### config.mk
export PLATFORM = sky130hd
export DESIGN_NAME = ccz_ctl0
export DESIGN_NICKNAME = d
export VERILOG_FILES = /design/src/ccz_ctl0.v /design/src/ccz_sync.v /design/src/ccz_timer.v
export VERILOG_INCLUDE_DIRS = /design/src
export SDC_FILE = /design/constraint.sdc
export NUM_CORES = 1
export LEC_CHECK = 0
export BUFFER_PORTS_ARGS = -buffer_cell sky130_fd_sc_hd__buf_2
export CAP_MARGIN = 20
export CORE_MARGIN = 8
export CORE_UTILIZATION = 60
export CTS_CLUSTER_DIAMETER = 30
export DETAILED_ROUTE_END_ITERATION = 16
export MAX_ROUTING_LAYER = met4
export PLACE_DENSITY = 0.86
export SETUP_SLACK_MARGIN = 0.4
export SLEW_MARGIN = 0
export SYNTH_ARGS = -nofsm -noshare
export SYNTH_HDL_FRONTEND = slang
export SYNTH_SLANG_ARGS = --single-unit
### constraint.sdc
create_clock -name clock -period 2.2 [get_ports clock]
set_input_delay 0.22 -clock clock [delete_from_list [all_inputs] [get_ports clock]]
set_output_delay 0.22 -clock clock [all_outputs]
set_load 0.02 [all_outputs]
### src/ccz_defs.vh
// constants for the can control register zero block
`ifndef CCZ_DEFS_VH
`define CCZ_DEFS_VH
`define CCZ_AW 3
`define CCZ_ADDR_CTL0 3'h0
`define CCZ_ADDR_CTL1 3'h1
`define CCZ_ADDR_STAT 3'h2
`define CCZ_ADDR_MASK 3'h3
`define CCZ_ADDR_TSLO 3'h4
`define CCZ_ADDR_TSHI 3'h5
`define CCZ_BIT_RX_FRAME 7
`define CCZ_BIT_RX_ACTIVE 6
`define CCZ_BIT_WAIT_STOP 5
`define CCZ_BIT_SYNCED 4
`define CCZ_BIT_TIME 3
`define CCZ_BIT_WAKEUP 2
`define CCZ_BIT_SLEEP_REQ 1
`define CCZ_BIT_INIT_REQ 0
`define CCZ_CTL0_RESET 8'h01
`define CCZ_TS_LO_BYTE 4'he
`define CCZ_TS_HI_BYTE 4'hf
`define CCZ_EV_RX_FRAME 0
`define CCZ_EV_SYNCED 1
`define CCZ_EV_INIT_ACK 2
`define CCZ_EV_SLEEP_ACK 3
`define CCZ_NEV 4
`endif

### src/ccz_ctl0.v
// control register zero of a can protocol controller with timestamp and events
//
// The implementer's own choices: the placing of the registers and strobed register access.
`timescale 1ns/1ps
`default_nettype none
`include "ccz_defs.vh"
// Notes on behaviour
// [RULE_01] set received-frame flag on every valid received message, filters ignored
// [RULE_02] writing 1 clears the received-frame flag; 0 does nothing
// [RULE_03] the flag stays set until cleared by software or reset
// [RULE_04] received-frame and receiver-active are meaningless in loopback
// [RULE_05] receiver-active is read-only, from receiver front end
// [RULE_06] wait-stop bit gates bus interface clocks during cpu wait mode
// [RULE_07] synchronised bit is read-only, maintained by the controller
// [RULE_08] timer enable runs a 16-bit counter at bit clock rate
// [RULE_09] timestamp goes to buffer bytes 0x0e and 0x0f after end of frame
// [RULE_10] disabled timer is held at zero
// [RULE_11] timer enable is forced low during initialisation mode
// [RULE_12] register held in reset in init mode except wakeup, sleep, init request
// [RULE_13] register writable again once request and acknowledge are both zero
// [RULE_14] writes only outside init mode; init request always writable; the code also writes wake-up enable and sleep request in init mode
// [RULE_15] reads allowed anytime, sampled on the internal clock
// [RULE_16] init request aborts transfers and sets init acknowledge
// [RULE_17] sleep granted only when bus idle, no reception, transmit buffers empty
// [RULE_18] received-frame flag also raises a maskable event
module ccz_ctl0 #(
    parameter TS_W = 16
) (
    // clock and reset
    input wire clock,
    input wire rstn,
    // register port
    input wire [`CCZ_AW-1:0] addr,
    input wire [7:0] wdata,
    input wire wr,
    input wire rd,
    output reg [7:0] rdata_q,
    // protocol engine status, same clock
    input wire frame_ok,
    input wire rx_front_active,
    input wire bus_synced,
    input wire bus_idle,
    input wire tx_empty,
    input wire bit_tick,
    input wire eof_tick,
    input wire loopback,
    // cpu wait mode from another domain
    input wire cpu_wait,
    // protocol engine control
    output reg abort_q,
    output reg init_ack_q,
    output reg sleep_ack_q,
    output reg bus_clk_gate_q,
    // timestamp write into active buffer
    output reg ts_we_q,
    output reg [3:0] ts_addr_q,
    output reg [7:0] ts_data_q,
    // interrupt
    output reg irq_q
);
    // control register bits
    reg rx_frame_q;
    reg wait_stop_q;
    reg time_q;
    reg wakeup_en_q;
    reg sleep_req_q;
    reg init_req_q;
    // event status and mask
    reg [`CCZ_NEV-1:0] stat_q;
    reg [`CCZ_NEV-1:0] mask_q;
    // timestamp staging
    reg [7:0] ts_hi_q;
    reg ts_pend_q;
    // edge history
    reg synced_prev_q;
    reg init_ack_prev_q;
    reg sleep_ack_prev_q;
    // decode and muxes
    wire [TS_W-1:0] ts_count;
    wire wait_s;
    wire init_mode;
    wire ctl_open;
    wire wr_ctl0;
    wire rd_stat;
    wire [`CCZ_NEV-1:0] stat_d;
    reg [7:0] ctl0_view;
    reg [7:0] rdata_d;
    reg [`CCZ_NEV-1:0] ev;

    function sel;
        input [`CCZ_AW-1:0] a;
        input [`CCZ_AW-1:0] b;
        input s;
        begin
            sel = s && (a == b);
        end
    endfunction

    // widen an event vector to a byte for the read port
    function [7:0] pad_ev;
        input [`CCZ_NEV-1:0] e;
        begin
            pad_ev = {{(8-`CCZ_NEV){1'b0}}, e};
        end
    endfunction

    // init mode needs both halves of the handshake; writes reopen only when both are low
    assign init_mode = init_req_q && init_ack_q;
    assign ctl_open = !init_req_q && !init_ack_q; // [RULE_13]
    // next status: a read clears, but a new event in the same cycle still lands
    assign stat_d = (rd_stat ? {`CCZ_NEV{1'b0}} : stat_q) | ev;
    assign wr_ctl0 = sel(addr, `CCZ_ADDR_CTL0, wr);
    assign rd_stat = sel(addr, `CCZ_ADDR_STAT, rd);

    ccz_sync #(.W(1)) u_wait_sync (
        .clock(clock),
        .rstn(rstn),
        .d(cpu_wait),
        .q(wait_s)
    );

    ccz_timer #(.W(TS_W)) u_timer (
        .clock(clock),
        .rstn(rstn),
        .enable(time_q),
        .bit_tick(bit_tick),
        .count_q(ts_count)
    );

    // received-frame flag: a hardware set wins over a same-cycle write-1 clear
    always @(posedge clock or negedge rstn) begin
        if (!rstn) begin
            rx_frame_q <= 1'b0;
        end else if (init_mode) begin
            rx_frame_q <= 1'b0; // [RULE_12]
        end else if (frame_ok) begin
            rx_frame_q <= 1'b1; // [RULE_01] [RULE_03]
        end else if (wr_ctl0 && wdata[`CCZ_BIT_RX_FRAME]) begin
            rx_frame_q <= 1'b0; // [RULE_02]
        end
    end

    // wait-stop bit: held clear in init, writable only once init is fully left
    always @(posedge clock or negedge rstn) begin
        if (!rstn) begin
            wait_stop_q <= 1'b0;
        end else if (init_mode) begin
            wait_stop_q <= 1'b0; // [RULE_12]
        end else if (wr_ctl0 && ctl_open) begin
            wait_stop_q <= wdata[`CCZ_BIT_WAIT_STOP]; // [RULE_14]
        end
    end

    // timer enable: forced low through init mode, which also clears the count
    always @(posedge clock or negedge rstn) begin
        if (!rstn) begin
            time_q <= 1'b0;
        end else if (init_mode) begin
            time_q <= 1'b0; // [RULE_11]
        end else if (wr_ctl0 && ctl_open) begin
            time_q <= wdata[`CCZ_BIT_TIME]; // [RULE_13] [RULE_14]
        end
    end

    // wake-up enable survives init mode
    always @(posedge clock or negedge rstn) begin
        if (!rstn) begin
            wakeup_en_q <= 1'b0;
        end else if (wr_ctl0) begin
            wakeup_en_q <= wdata[`CCZ_BIT_WAKEUP]; // [RULE_12]
        end
    end

    // sleep request: the cpu may not withdraw it before sleep is acknowledged
    always @(posedge clock or negedge rstn) begin
        if (!rstn) begin
            sleep_req_q <= 1'b0;
        end else if (wr_ctl0 && (wdata[`CCZ_BIT_SLEEP_REQ] || sleep_ack_q || !sleep_req_q)) begin
            sleep_req_q <= wdata[`CCZ_BIT_SLEEP_REQ];
        end
    end

    // init request: writable in init mode, but cannot be dropped before its acknowledge
    always @(posedge clock or negedge rstn) begin
        if (!rstn) begin
            init_req_q <= 1'b1;
        end else if (wr_ctl0 && (wdata[`CCZ_BIT_INIT_REQ] || init_ack_q || !init_req_q)) begin
            init_req_q <= wdata[`CCZ_BIT_INIT_REQ]; // [RULE_14]
        end
    end

    // abort pulse while init is requested but not yet acknowledged
    always @(posedge clock or negedge rstn) begin
        if (!rstn) begin
            abort_q <= 1'b0;
        end else begin
            abort_q <= init_req_q && !init_ack_q; // [RULE_16]
        end
    end

    // acknowledge follows the request one cycle later; the engine winds down on the abort
    always @(posedge clock or negedge rstn) begin
        if (!rstn) begin
            init_ack_q <= 1'b0;
        end else begin
            init_ack_q <= init_req_q; // [RULE_16]
        end
    end

    // sleep is granted only on an idle bus and dropped as soon as the request goes
    always @(posedge clock or negedge rstn) begin
        if (!rstn) begin
            sleep_ack_q <= 1'b0;
        end else if (!sleep_req_q) begin
            sleep_ack_q <= 1'b0;
        end else if (bus_idle && !rx_front_active && tx_empty) begin
            sleep_ack_q <= 1'b1; // [RULE_17]
        end
    end

    // bus interface clock gate: stops only during wait with the bit set
    always @(posedge clock or negedge rstn) begin
        if (!rstn) begin
            bus_clk_gate_q <= 1'b0;
        end else begin
            bus_clk_gate_q <= wait_stop_q && wait_s; // [RULE_06]
        end
    end

    // timestamp: low byte then high byte one cycle later, high byte latched
    always @(posedge clock or negedge rstn) begin
        if (!rstn) begin
            ts_we_q <= 1'b0;
            ts_addr_q <= 4'h0;
            ts_data_q <= 8'h00;
            ts_hi_q <= 8'h00;
            ts_pend_q <= 1'b0;
        end else begin
            ts_we_q <= 1'b0;
            ts_pend_q <= 1'b0;
            if (time_q && eof_tick) begin
                ts_we_q <= 1'b1; // [RULE_09]
                ts_addr_q <= `CCZ_TS_LO_BYTE;
                ts_data_q <= ts_count[7:0];
                ts_hi_q <= ts_count[15:8];
                ts_pend_q <= 1'b1;
            end else if (ts_pend_q) begin
                ts_we_q <= 1'b1; // [RULE_09]
                ts_addr_q <= `CCZ_TS_HI_BYTE;
                ts_data_q <= ts_hi_q;
            end
        end
    end

    // events: each valid frame outside init mode plus rising edges of synced and both acknowledges, sticky until the status register is read
    always @* begin
        ev = {`CCZ_NEV{1'b0}};
        ev[`CCZ_EV_RX_FRAME] = frame_ok && !init_mode; // [RULE_18]
        ev[`CCZ_EV_SYNCED] = bus_synced && !synced_prev_q;
        ev[`CCZ_EV_INIT_ACK] = init_ack_q && !init_ack_prev_q;
        ev[`CCZ_EV_SLEEP_ACK] = sleep_ack_q && !sleep_ack_prev_q;
    end

    // edge history; all three sources idle low, so no false edge follows reset
    always @(posedge clock or negedge rstn) begin
        if (!rstn) begin
            synced_prev_q <= 1'b0;
            init_ack_prev_q <= 1'b0;
            sleep_ack_prev_q <= 1'b0;
        end else begin
            synced_prev_q <= bus_synced;
            init_ack_prev_q <= init_ack_q;
            sleep_ack_prev_q <= sleep_ack_q;
        end
    end

    // status: a new event beats the clear of a same-cycle read
    always @(posedge clock or negedge rstn) begin
        if (!rstn) begin
            stat_q <= {`CCZ_NEV{1'b0}};
        end else begin
            stat_q <= stat_d; // [RULE_18]
        end
    end

    // mask register
    always @(posedge clock or negedge rstn) begin
        if (!rstn) begin
            mask_q <= {`CCZ_NEV{1'b0}};
        end else if (sel(addr, `CCZ_ADDR_MASK, wr)) begin
            mask_q <= wdata[`CCZ_NEV-1:0];
        end
    end

    // level interrupt, taken from the next status so it drops with the clearing read
    always @(posedge clock or negedge rstn) begin
        if (!rstn) begin
            irq_q <= 1'b0;
        end else begin
            irq_q <= |(stat_d & mask_q); // [RULE_18]
        end
    end

    // loopback leaves the flag meaningless; software must ignore it there
    // read-only status bits come straight from the engine, gated by init mode
    always @* begin
        ctl0_view = 8'h00;
        ctl0_view[`CCZ_BIT_RX_FRAME] = rx_frame_q; // [RULE_04]
        ctl0_view[`CCZ_BIT_RX_ACTIVE] = rx_front_active && !init_mode && !loopback; // [RULE_04] [RULE_05]
        ctl0_view[`CCZ_BIT_WAIT_STOP] = wait_stop_q;
        ctl0_view[`CCZ_BIT_SYNCED] = bus_synced && !init_mode; // [RULE_07]
        ctl0_view[`CCZ_BIT_TIME] = time_q;
        ctl0_view[`CCZ_BIT_WAKEUP] = wakeup_en_q;
        ctl0_view[`CCZ_BIT_SLEEP_REQ] = sleep_req_q;
        ctl0_view[`CCZ_BIT_INIT_REQ] = init_req_q;
    end

    // read mux; an idle cycle gives zero so the answer stands for one cycle only
    always @* begin
        rdata_d = 8'h00;
        if (rd) begin
            case (addr)
                `CCZ_ADDR_CTL0: rdata_d = ctl0_view;
                `CCZ_ADDR_CTL1: rdata_d = {6'h00, sleep_ack_q, init_ack_q};
                `CCZ_ADDR_STAT: rdata_d = pad_ev(stat_q);
                `CCZ_ADDR_MASK: rdata_d = pad_ev(mask_q);
                `CCZ_ADDR_TSLO: rdata_d = ts_count[7:0];
                `CCZ_ADDR_TSHI: rdata_d = ts_count[15:8];
                default: rdata_d = 8'h00;
            endcase
        end
    end

    // read data registered one cycle after the strobe, on the same clock as every bit
    always @(posedge clock or negedge rstn) begin
        if (!rstn) begin
            rdata_q <= 8'h00;
        end else begin
            rdata_q <= rdata_d; // [RULE_15]
        end
    end
endmodule
`default_nettype wire

### src/ccz_sync.v
// two flip-flop synchroniser for a vector of pin levels
`timescale 1ns/1ps
`default_nettype none
module ccz_sync #(
    parameter W = 1
) (
    // clock and reset
    input wire clock,
    input wire rstn,
    // data
    input wire [W-1:0] d,
    output reg [W-1:0] q
);
    reg [W-1:0] meta_q;
    always @(posedge clock or negedge rstn) begin
        if (!rstn) begin
            meta_q <= {W{1'b0}};
            q <= {W{1'b0}};
        end else begin
            meta_q <= d;
            q <= meta_q;
        end
    end
endmodule
`default_nettype wire

### src/ccz_timer.v
// free-running timestamp counter ticked by the bit clock enable
`timescale 1ns/1ps
`default_nettype none
module ccz_timer #(
    parameter W = 16
) (
    // clock and reset
    input wire clock,
    input wire rstn,
    // control
    input wire enable,
    input wire bit_tick,
    // count
    output reg [W-1:0] count_q
);
    always @(posedge clock or negedge rstn) begin
        if (!rstn) begin
            count_q <= {W{1'b0}};
        end else if (!enable) begin
            count_q <= {W{1'b0}}; // [RULE_10]
        end else if (bit_tick) begin
            count_q <= count_q + {{(W-1){1'b0}}, 1'b1}; // [RULE_08]
        end
    end
endmodule
`default_nettype wire

Word-level counts from Yosys, hierarchy flattened
Cells that the tools add are included.

Register bits: 70. Input bits: 24. Output and inout port bits: 26. Logic and storage cells: 95.

Add/sub/neg operators: 1. Equality and inequality tests: 7. Muxes and demuxes: 21. Bitwise logic cells: 2. Reductions and logical operators: 39.

Operators with widths (count): one-hot mux 8 bit (6 select lines) (1); two-way mux 16 bit (2); two-way mux 8 bit (3); logical AND 1 bit (21); adder 16 x 1 -> 16 bit, second input constant (1); two-way mux 1 bit (12); two-way mux 4 bit (3); logical NOT 1 bit (9); == test 3 x 2 -> 1 bit, second input constant (2); == test 3 bit, second input constant (2); AND 4 bit (1); logical OR 1 bit (4); OR 4 bit (1); nonzero test 2 bit (2); OR reduction 4 bit (1); == test 3 x 1 -> 1 bit, second input constant (1); logical NOT 3 bit (1); nonzero test 3 bit (1); inequality test 2 x 1 -> 1 bit, second input constant (1); inequality test 2 bit, second input constant (1).

Longest topological paths before layout
Gate-level depths: netlist of the first run.

Depth after elaboration: 6. Gate-level depth with buffers: 6. Mapped depth without buffers: 5.

Cells and area by module
Synthesis of the first run repeated with hierarchy kept, for this count alone.

Cells, all modules: 271. Area, all modules: 3123.0 µm².

By module, submodules not included: ccz_ctl0 (times used 1, cells each 188, area each 2257.2 µm², seq. area each 1252.5 µm²); ccz_timer (times used 1, cells each 81, area each 815.8 µm², seq. area each 400.4 µm²); ccz_sync (times used 1, cells each 2, area each 50.0 µm², seq. area each 50.0 µm²).

Worst setup path before layout of the first run
No wires, ideal clock.

Path kind: register -> register. From: register u_timer.count_q[4]. To: register u_timer.count_q[12]. Setup time: 79 ps. Arrival time: 1409 ps. Slack: 713 ps. Stages on the path, launching flop included: 5. Buffers on the path: 0. Period minus slack after synthesis: 1487 ps. Path through: dfrtp_1 and3_4 nand4_4 or4_1 a21oi_1.

Longest elaborated chain between the ends: 3.

Ends and longest elaborated chain: from (decl) (RTL line ccz_timer.v:14) `output reg [W-1:0] count_q`; from (signal assigned) (RTL line ccz_timer.v:18) `count_q <= {W{1'b0}};`; from (signal assigned) (RTL line ccz_timer.v:20) `count_q <= {W{1'b0}};`; from (signal assigned) (RTL line ccz_timer.v:22) `count_q <= count_q + {{(W-1){1'b0}}, 1'b1};`; adder 16 x 1 -> 16 bit (RTL line ccz_timer.v:22); two-way mux 16 bit (RTL line ccz_timer.v:21) `end else if (bit_tick) begin`; two-way mux 16 bit (RTL line ccz_timer.v:19) `end else if (!enable) begin`.

Every way passes these cells. The select of a mux whose other input is x is not followed. A chain may end at the register's enable or synchronous reset.

Worst setup path after layout of the first run
From: register u_timer.count_q[4]. To: register u_timer.count_q[14].

Same word-level chain as after synthesis.

==> results of run 1 <==
-- metal layers --
layer	routed length [um]	vias up	track usage
met4	114	0	0.0859
met5	0	-	-
met1	2810	1135	0.240
met3	473	10	0.0563
li1	-	1091	-
met2	3300	84	0.305
-- worst max-delay path: cells and delay by family (launching register included) --
| family | cells | cell delay (ns) |
|---|---|---|
| simple gates | 3 | 0.97 |
| flops | 1 | 0.49 |
| compound gates | 1 | 0.17 |
-- how the worst min path moves through the flow --
stage,cells past startpoint,to,slack (ns),from
after global routing,1,synced_prev_q$_DFF_PN0_,0.04,bus_synced
final,1,synced_prev_q$_DFF_PN0_,0.06,bus_synced
after CTS,1,synced_prev_q$_DFF_PN0_,0.04,bus_synced
after floorplan,0,abort_q$_DFF_PN0_,-0.08,rstn
after detailed placement,1,rdata_q[1]$_DFF_PN0_,0.24,rstn
after global placement,1,rdata_q[1]$_DFF_PN0_,0.23,rstn
-- cells in the mapped netlist, types with 2 or more instances --
| master | n | area (um^2) |
|---|---|---|
| nand4_1 | 5 | 31.3 |
| mux2_2 | 17 | 191 |
| o21ai_0 | 9 | 45.0 |
| clkbuf_1 | 6 | 22.5 |
| nand2b_1 | 4 | 25.0 |
| buf_2 | 4 | 20.0 |
| a21o_1 | 3 | 22.5 |
| a22o_1 | 3 | 26.3 |
| buf_4 | 2 | 15.0 |
| and3_1 | 3 | 18.8 |
| nand2_1 | 23 | 86.3 |
| mux2i_1 | 14 | 140 |
| dfrtp_1 | 67 | 1680 |
| and2_1 | 2 | 12.5 |
| xnor2_1 | 3 | 26.3 |
| inv_1 | 7 | 26.3 |
| nor4b_1 | 2 | 17.5 |
| a2111oi_0 | 2 | 17.5 |
| nor2b_1 | 2 | 12.5 |
| nand3_1 | 6 | 30.0 |
| a22oi_1 | 3 | 22.5 |
| o31ai_1 | 4 | 30.0 |
| nor2_1 | 30 | 113 |
| or4_1 | 4 | 30.0 |
| or3_1 | 3 | 18.8 |
| a21oi_1 | 25 | 125 |
| nand3b_1 | 3 | 22.5 |
| xor2_1 | 5 | 43.8 |
-- power groups by stage --
| stage | Combinational [mW] | Clock (mW) | Sequential (mW) |
|---|---|---|---|
| floorplan | 0.355 | 0 | 1.75 |
| global placement | 0.718 | 0 | 1.62 |
| detailed placement | 0.737 | 0 | 1.64 |
| CTS | 0.740 | 0.970 | 1.61 |
| global route | 0.799 | 1.03 | 1.64 |
| finish | 0.729 | 0.949 | 1.61 |
-- sequential cells by signal, summed over array words and instances, names as in the netlist, 2 cells and up --
name	flops
u_timer.count_q	16
rdata_q	8
ts_data_q	8
ts_hi_q	8
mask_q	4
stat_q	4
ts_addr_q	2
-- stage by stage --
stage                     instances  power, mW  utilization
after CTS                       403       3.32        0.713
after floorplan                 279       2.10            -
after global placement          386       2.34        0.672
final                           403       3.29        0.713
after detailed placement        386       2.37        0.672
after global routing            403       3.47        0.713
-- layout make-up --
type                            count  area, um^2  area share
Sequential cell                    68        1700       0.477
Multi-Input combinational cell    189        1270       0.355
Timing Repair Buffer               53         298      0.0833
Clock buffer                       14         183      0.0511
Tap cell                           70        87.6      0.0245
Inverter                            8        30.0     0.00840
Clock inverter                      1        5.00     0.00140
-- cell families (layout without fill, tap and decap cells) --
group,Yosys count,after routing,share of synthesized area
multiplexers,32,32,0.115
adder cells (fa/ha/maj),1,1,0.00407
XOR/XNOR,8,8,0.0228
AND/OR/NAND/NOR,93,93,0.161
flip-flops,68,68,0.554
buffers and inverters,22,76,0.0334
AO/OA/AOI/OAI,55,55,0.110
==> impl_metrics.yaml, run 1 <==
clocking:
  cts-root-buf: "clkbuf_8"
  cts_buffers: 9
  postCtsSetupBuffers: 0
  cts_tree: "built"
  cts-hold-fix-buffers: 2
  cts_resized: 0
  clkTransAtPathRegs_ns: 0.07
  clockBufferDepth: 2
  clk-insertion-delay-late_ns: 0.34
  cts.sinks: 68
  cts-htree-levels: 3
placement:
  port_buffers: 47
  pre_cts_ws_ns: 0.556
  dp_hpwl_um: 4800
  gp_congestion: 0.912
  dpl_cell_area_um2: 3370
worst_hold_path:
  hp-class: "primary input to flip-flop"
critical_path:
  path_class: "flip-flop to flip-flop"
  arrival_ns: 1.96
  crit_slowest_cell: "or4_1"
  path_cells: "and3_4, nand4_4, or4_1, a21oi_1"
  critical_path_required_ns: 2.45
  r2r_cells: 4
  cp_slowest_stage_delay_ns: 0.55
  r2r_slack_ns: 0.49
  path_max_fanout: 10
  worstSetupEndpoint: "u_timer.count_q[14]$_DFFE_PN0P_"
  startpoint_type: "flip-flop"
  rr_startpoint: "u_timer.count_q[4]$_DFFE_PN0P_"
  startpoint: "u_timer.count_q[4]$_DFFE_PN0P_"
  end_kind: "flip-flop"
  r2r-end: "u_timer.count_q[14]$_DFFE_PN0P_"
drt:
  ant_nets: 0
  wl_um: 6700
  wl_per_cell_um: 16.6
  drtPass1Iterations: 4
  vias: 2320
  first_iter_violations: 204
  viasPerCell: 5.76
  remaining_drc_errors: 0
power:
  p_int_mw: 2.27
  irDropWorstVdd_v: 0.000537
  p_per_area_nw_per_um2: 921
  swShare: 0.309
  power_switching_mw: 1.02
  pwr-share-clk: 0.289
  seqPwrFrac: 0.490
  power_leakage_nw: 1.67
  comb_power_share: 0.221
synth:
  syn-cell-area_um2: 3070
  postSynthCellCount: 279
  yosysWarnings: 0
  ys_seq_area_frac: 0.554
  synth-edff-count: 0
  syn_nets: 304
  ys_seq_elements: 68
  avgSynthCellArea_um2: 11.0
  ys_types: 46
  async_flop_share: 1.00
  synthFlopType: "dfrtp_1"
sta:
  finalWorstSetupSlack_ns: 0.485
  period_needed_ns: 1.71
  worstMarginPinSlew_ns: 0.594
  whs_ns: 0.0606
  period_share: 0.780
  grt_setup_unrepaired: "no"
  fmax_mhz: 583
  fin_setup_tns_ns: 0
  drv_slew: 0
  finalHoldViolCount: 0
  setup_viol: 0
  slew_headroom: 0.594
  finClkSkew_ns: 0.00949
global_routing:
  antenna_found_initial: 0
  grt_pass1_vias: 2339
  grt_max_degree: 47
  grt_pass1_wl_um: 11200
  grt_overflow: 0
  grt_util_all_layers: 0.199
die:
  core-area_um2: 5010
  rows: 26
  die-area_um2: 7670
  die_h_um: 87.6
  die_w_um: 87.6
  initial_core_util: 0.613
  io_pins: 50
final_layout:
  nNetsFinal: 354
  n_fill_cell: 395
  drive_gt1_frac: 0.267
  antenna_cells: 0
  final_common_cell: "dfrtp_1"
  stdcell_area_um2: 3570
  layout_common_cells: "dfrtp_1 (67), buf_2 (47), nor2_1 (30)"
  syn_to_final_growth_pct: 16.3
run:
  drv_cap: 0
status:
  status: "finished clean"
(Power assumes the default switching activity.)
==> inputs of run 2 (changes only) <==
--- a/config.mk
+++ b/config.mk
@@ -9,11 +9,11 @@
 export BUFFER_PORTS_ARGS = -buffer_cell sky130_fd_sc_hd__buf_2
 export CAP_MARGIN = 20
 export CORE_MARGIN = 8
-export CORE_UTILIZATION = 60
+export CORE_UTILIZATION = 56
 export CTS_CLUSTER_DIAMETER = 30
 export DETAILED_ROUTE_END_ITERATION = 16
 export MAX_ROUTING_LAYER = met4
-export PLACE_DENSITY = 0.86
+export PLACE_DENSITY = 0.81
 export SETUP_SLACK_MARGIN = 0.4
 export SLEW_MARGIN = 0
 export SYNTH_ARGS = -nofsm -noshare
==> constraint.sdc (replaced) <==
create_clock -name clock -period 1.6 [get_ports clock]
set_input_delay 0.16 -clock clock [delete_from_list [all_inputs] [get_ports clock]]
set_output_delay 0.16 -clock clock [all_outputs]
set_load 0.02 [all_outputs]
==> run 2 against run 1 <==
Maximum frequency is 10% higher. Hold slack lost 0.012 ns. Combinational power rose by 81%. Core utilization increased by 7.2 points. Setup slack lost 0.44 ns. Via count rose by 16%. Cell area grew 19%. Global-route usage fell by 0.48 points. Die area is 5.8% higher. Critical path depth rose by 2. Non-clock buffer count increased by 48. Critical endpoint is now u_timer.count_q[10]$_DFFE_PN0P_. Highest routed layer unchanged.
==> impl_metrics.yaml, run 2 (synthesis results as in run 1) <==
global_routing:
  grt_max_degree: 69
  antenna_found_initial: 0
  grt_pass1_vias: 2628
  grt_util_all_layers: 0.194
  grt_pass1_wl_um: 12400
  grt_overflow: 0
critical_path:
  arrival_ns: 1.79
  end_kind: "flip-flop"
  r2r_cells: 6
  path_max_fanout: 4
  r2r-end: "u_timer.count_q[10]$_DFFE_PN0P_"
  crit_slowest_cell: "dfrtp_2"
  critPathTopFamily: "flip-flops"
  path_cells: "ha_4, nand4_1, buf_4, buf_6, o21ai_1, a21oi_2"
  worst-path-stages: 6
  critPathBufInv: 2
  rr_startpoint: "u_timer.count_q[0]$_DFFE_PN0P_"
  startpoint_type: "flip-flop"
  worstSetupEndpoint: "u_timer.count_q[10]$_DFFE_PN0P_"
  startpoint: "u_timer.count_q[0]$_DFFE_PN0P_"
  path_class: "flip-flop to flip-flop"
  cp_slowest_stage_delay_ns: 0.42
  r2r_slack_ns: 0.04
  critical_path_required_ns: 1.83
sta:
  period_share: 0.974
  period_needed_ns: 1.56
  fmax_mhz: 642
  drv_slew: 0
  setup_viol: 0
  grt_setup_unrepaired: "yes"
  worstMarginPinSlew_ns: 0.636
  fin_setup_tns_ns: 0
  finClkSkew_ns: 0.0105
  slew_headroom: 0.576
  finalHoldViolCount: 0
final_layout:
  nNetsFinal: 402
  syn_to_final_growth_pct: 38.2
  final_common_cell: "dfrtp_1"
  layout_common_cells: "dfrtp_1 (61), buf_2 (46), buf_4 (36)"
  drive_gt1_frac: 0.442
  largest_reg_flops: 16
  fin_util: 0.785
  stdcell_area_um2: 4250
  largest-register: "u_timer.count_q"
  finalNonFillerCells: 454
  antenna_cells: 0
power:
  p_per_area_nw_per_um2: 1200
  power_switching_mw: 1.59
  irDropWorstVdd_v: 0.000932
  power_leakage_nw: 1.97
  swShare: 0.312
  pwr-share-clk: 0.305
  p_int_mw: 3.50
  seqPwrFrac: 0.436
  comb_power_share: 0.260
die:
  die-area_um2: 8110
  initial_core_util: 0.569
  die_w_um: 90.1
  io_pins: 50
  die_h_um: 90.1
  core-area_um2: 5410
  rows: 27
placement:
  dp_hpwl_um: 4990
  dpl_cell_area_um2: 3540
  gp_congestion: 0.895
  port_buffers: 47
  dpl.cell_count: 402
clocking:
  cts_tree: "built"
  cts-htree-levels: 3
  cts-root-buf: "clkbuf_8"
  clk-insertion-delay-late_ns: 0.35
  cts.sinks: 68
  clockBufferDepth: 2
  clkTransAtPathRegs_ns: 0.07
  cts_buffers: 9
run:
  drv_cap: 0
drt:
  ant_nets: 0
  remaining_drc_errors: 0
  viasPerCell: 5.94
  wl_um: 8990
  drtPass1Iterations: 5
  vias: 2698
  first_iter_violations: 211
  wl_per_cell_um: 19.8
worst_hold_path:
  hold_path_startpoint: "wdata[0]"
  hp-class: "primary input to flip-flop"
status:
  status: "finished clean"
## run 2: timing repair
| item | in CTS | in global routing |
|---|---|---|
| buffers inserted | 19 | 14 |
| pin swaps | 5 | 19 |
| endpoints found under the setup margin | 26 | 38 |
| hold buffers | 3 | 0 |
| gates resized for setup | 11 | 44 |
| endpoints found under the hold margin | 69 | 0 |
## run 2: through the flow
step | total power, mW | hold WS (ns) | setup WS, ns
after floorplan | 2.94 | -0.136 | 0.165
after detailed placement | 3.34 | 0.203 | 0.0413
after global placement | 3.29 | 0.202 | 0.0847
after CTS | 4.97 | 0.0370 | 0.109
final | 5.09 | 0.0488 | 0.0422
after global routing | 5.32 | 0.0557 | -0.0476
## run 2: worst min-delay path by stage
stage | to | slack, ns | depth (start not counted)
finish | init_req_q$_DFFE_PN1P_ | 0.05 | 2
global route | mask_q[2]$_DFFE_PN0P_ | 0.06 | 2
CTS | init_req_q$_DFFE_PN1P_ | 0.04 | 2
detailed placement | ts_hi_q[1]$_DFFE_PN0P_ | 0.20 | 2
global placement | ts_hi_q[1]$_DFFE_PN0P_ | 0.20 | 2
floorplan | abort_q$_DFF_PN0_ | -0.14 | 0
## run 2: cell type report
class / instances / area [um^2]
sequential: 68 / 1710
multi-input combinational: 189 / 1480
fill: 305 / 1160
timing repair buffer: 101 / 719
clock buffer: 14 / 153
tap: 72 / 90.1
clock inverter: 2 / 60.1
inverter: 8 / 30.0
## run 2: power groups by stage
| stage | clock (mW) | combinational [mW] | sequential [mW] |
|---|---|---|---|
| 6_report | 1.55 | 1.32 | 2.22 |
| 4_1_cts | 1.55 | 1.23 | 2.19 |
| 2_1_floorplan | 0 | 0.526 | 2.41 |
| 5_1_grt | 1.64 | 1.42 | 2.26 |
| 3_3_place_gp | 0 | 1.07 | 2.22 |
| 3_5_place_dp | 0 | 1.10 | 2.24 |
## run 2: per-layer routing
layer	GRT usage	vias up	routed length (um)
li1	-	1183	-
met1	0.231	1298	3540
met2	0.288	159	4250
met3	0.0532	58	685
met4	0.117	0	515
met5	-	-	0
==> inputs of run 3 (changes only) <==
--- a/config.mk
+++ b/config.mk
@@ -6,6 +6,7 @@
 export SDC_FILE = /design/constraint.sdc
 export NUM_CORES = 1
 export LEC_CHECK = 0
+export ABC_AREA = 1
 export BUFFER_PORTS_ARGS = -buffer_cell sky130_fd_sc_hd__buf_2
 export CAP_MARGIN = 20
 export CORE_MARGIN = 8
==> run 3 against run 2 <==
Clock power down 12%. Power decreased by 18%. Via count up 6.6%. Flip-flop and latch count stayed put. Area after synthesis decreased by 0.41%. First-iteration DRC count up 71%. Sequential power decreased by 9.0%. Cell count rose by 13%. Cell area shrank 6.7%. Largest cell class unchanged.
==> impl_metrics.yaml, run 3 <==
status:
  status: "finished clean"
worst_hold_path:
  hp-class: "primary input to flip-flop"
  hold_path_startpoint: "wdata[0]"
  holdPathEnd: "init_req_q$_DFFE_PN1P_"
  hold_path_depth: 3
synth:
  yosysTopAreaCell: "dfrtp_1"
  ys_seq_elements: 68
  async_flop_share: 1.00
  avgSynthCellArea_um2: 8.55
  postSynthCellCount: 358
  synthFlopType: "dfrtp_1"
  ys_types: 29
  synth_most_common_cell: "nand2_1"
  synth_common_cells: "nand2_1 (93), dfrtp_1 (67), inv_1 (48)"
  syn-cell-area_um2: 3060
  yosysTopAreaCellShare: 0.548
  synth-edff-count: 0
  synth_area_leaders: "dfrtp_1 (55%), nand2_1 (11%), inv_1 (5.9%), o21ai_0 (4.3%), nor2_1 (3.9%)"
  syn_nets: 383
  yosysWarnings: 0
  ys_seq_area_frac: 0.556
critical_path:
  r2r-end: "u_timer.count_q[10]$_DFFE_PN0P_"
  crit_slowest_cell: "dfrtp_1"
  startpoint_type: "flip-flop"
  path_class: "flip-flop to flip-flop"
  cp_slowest_stage_delay_ns: 0.42
  r2r_slack_ns: 0.35
  critPathBufInv: 1
  critical_path_required_ns: 1.88
  cp_common_cell: "nand2_1"
  path_cells: "nand2_1, inv_1, nand2_1, nor2_4, nand2_2, nand2_1, nand2_1, nor2_1"
  critPathTopFamily: "simple AND/OR/NAND/NOR gates"
  end_kind: "flip-flop"
  rr_startpoint: "u_timer.count_q[4]$_DFFE_PN0P_"
  path_max_fanout: 4
  r2r_cells: 8
  arrival_ns: 1.53
final_layout:
  largest_reg_flops: 16
  largest-register: "u_timer.count_q"
  nNetsFinal: 460
  fin_util: 0.732
  final_common_cell: "nand2_1"
  layout_common_cells: "nand2_1 (84), dfrtp_1 (64), buf_2 (47)"
  antenna_cells: 0
  drive_gt1_frac: 0.330
  n_fill_cell: 387
  syn_to_final_growth_pct: 29.4
clocking:
  cts_tree: "built"
  clockBufferDepth: 2
  clk-insertion-delay-late_ns: 0.34
  cts-htree-levels: 3
  clkTransAtPathRegs_ns: 0.07
  cts-root-buf: "clkbuf_8"
  cts_buffers: 9
  cts.sinks: 68
drt:
  drtPass1Iterations: 5
  first_iter_violations: 360
  vias: 2877
  viasPerCell: 5.63
  wl_met1_um: 3420
  remaining_drc_errors: 0
  wl_um: 8110
  dr_wl_met3_um: 578
  wl_met2_um: 3910
  ant_nets: 0
  highest_layer: "met4"
  wl_per_cell_um: 15.9
die:
  rows: 27
  io_pins: 50
  die_w_um: 89.9
  die-area_um2: 8090
  core-area_um2: 5410
  die_h_um: 89.9
  initial_core_util: 0.566
placement:
  gp_congestion: 0.908
  dp_hpwl_um: 5100
  port_buffers: 47
sta:
  period_share: 0.784
  finClkSkew_ns: 0.00752
  drv_slew: 0
  finalHoldViolCount: 0
  setup_viol: 0
  slew_headroom: 0.752
  fin_setup_tns_ns: 0
  worstMarginPinSlew_ns: 0.372
  grt_setup_unrepaired: "yes"
  fmax_mhz: 798
  period_needed_ns: 1.25
global_routing:
  grt_pass1_wl_um: 12300
  grt_pass1_vias: 2638
  grt_overflow: 0
  antenna_found_initial: 0
  grt_max_degree: 69
  grt_util_all_layers: 0.189
power:
  irDropWorstVdd_v: 0.000622
  power_leakage_nw: 1.95
  p_per_area_nw_per_um2: 1050
run:
  drv_cap: 0
[run 3: cell count changes in the layout (fill, tap and decap cells not counted), moves of 9 or more]
cell     before  now
mux2i_1      13    0
o21ai_0       7   19
nand2_2       1   10
buf_4        36   16
nand2_1      19   84
buf_6        15    6
o21ai_1       2   12
a21oi_1      20   11
mux2_2       16    0
inv_1         4   46
[run 3: power breakdown]
part	total, mW	internal (mW)	leakage (nW)	switching [mW]
Sequential	2.02	1.90	0.883	0.119
Combinational	0.781	0.296	0.974	0.484
Clock	1.37	0.754	0.0935	0.616
Total	4.17	2.95	1.95	1.22
[run 3: layout make-up]
type / instances / area [um^2] / area share
Inverter: 52 / 198 / 0.0499
Multi-Input combinational cell: 230 / 1300 / 0.329
Tap cell: 72 / 90.1 / 0.0228
Sequential cell: 68 / 1710 / 0.431
Clock inverter: 2 / 35.0 / 0.00885
Timing Repair Buffer: 74 / 477 / 0.120
Clock buffer: 13 / 149 / 0.0376
[run 3: how the worst max path moves through the flow]
stage	startpoint	endpoint	slack, ns	depth (start not counted)
after floorplan	init_ack_q$_DFF_PN0_	irq_q$_DFF_PN0_	0.43	7
final	u_timer.count_q[4]$_DFFE_PN0P_	u_timer.count_q[10]$_DFFE_PN0P_	0.35	8
after global placement	time_q$_DFFE_PN0P_	u_timer.count_q[7]$_DFFE_PN0P_	0.20	7
after detailed placement	time_q$_DFFE_PN0P_	u_timer.count_q[13]$_DFFE_PN0P_	0.13	7
after CTS	time_q$_DFFE_PN0P_	u_timer.count_q[13]$_DFFE_PN0P_	0.38	8
after global routing	u_timer.count_q[4]$_DFFE_PN0P_	u_timer.count_q[10]$_DFFE_PN0P_	0.24	8
[run 3: cell families after synthesis]
| family | count (synthesis) | synth area share |
|---|---|---|
| AND/OR/NAND/NOR | 167 | 0.245 |
| flip-flops | 68 | 0.556 |
| AO/OA/AOI/OAI | 62 | 0.116 |
| buffers and inverters | 60 | 0.0789 |
| adder cells (fa/ha/maj) | 1 | 0.00409 |
[run 3: what timing repair did]
action                                  CTS  global route
hold buffers                              3             0
pin swaps                                 5             8
hold endpoints to repair                 69             0
cloned                                    0             1
resized for setup                        23            45
buffers inserted                          8            11
endpoints found under the setup margin   31            26
[run 3: layer usage]
layer	vias up	track usage
li1	1316	-
met1	1392	0.233
met2	144	0.288
met3	25	0.0490
met4	0	0.0804
met5	-	-
[run 3: metrics by stage]
stage          area [um^2]  cells  power, mW  setup slack (ns)  hold slack (ns)
2_1_floorplan         3060    358       2.41             0.434           -0.136
3_3_place_gp          3380    473       2.64             0.205            0.201
3_5_place_dp          3380    473       2.67             0.131            0.203
4_1_cts               3720    499       4.07             0.378           0.0365
5_1_grt               3960    511       4.36             0.236           0.0580
6_report              3960    511       4.17             0.346           0.0431
[run 3: worst min-delay path, delay by kind of cell]
kind                   cells  cell delay, ns
AO/OA/AOI/OAI              1            0.07
buffers and inverters      2            0.15
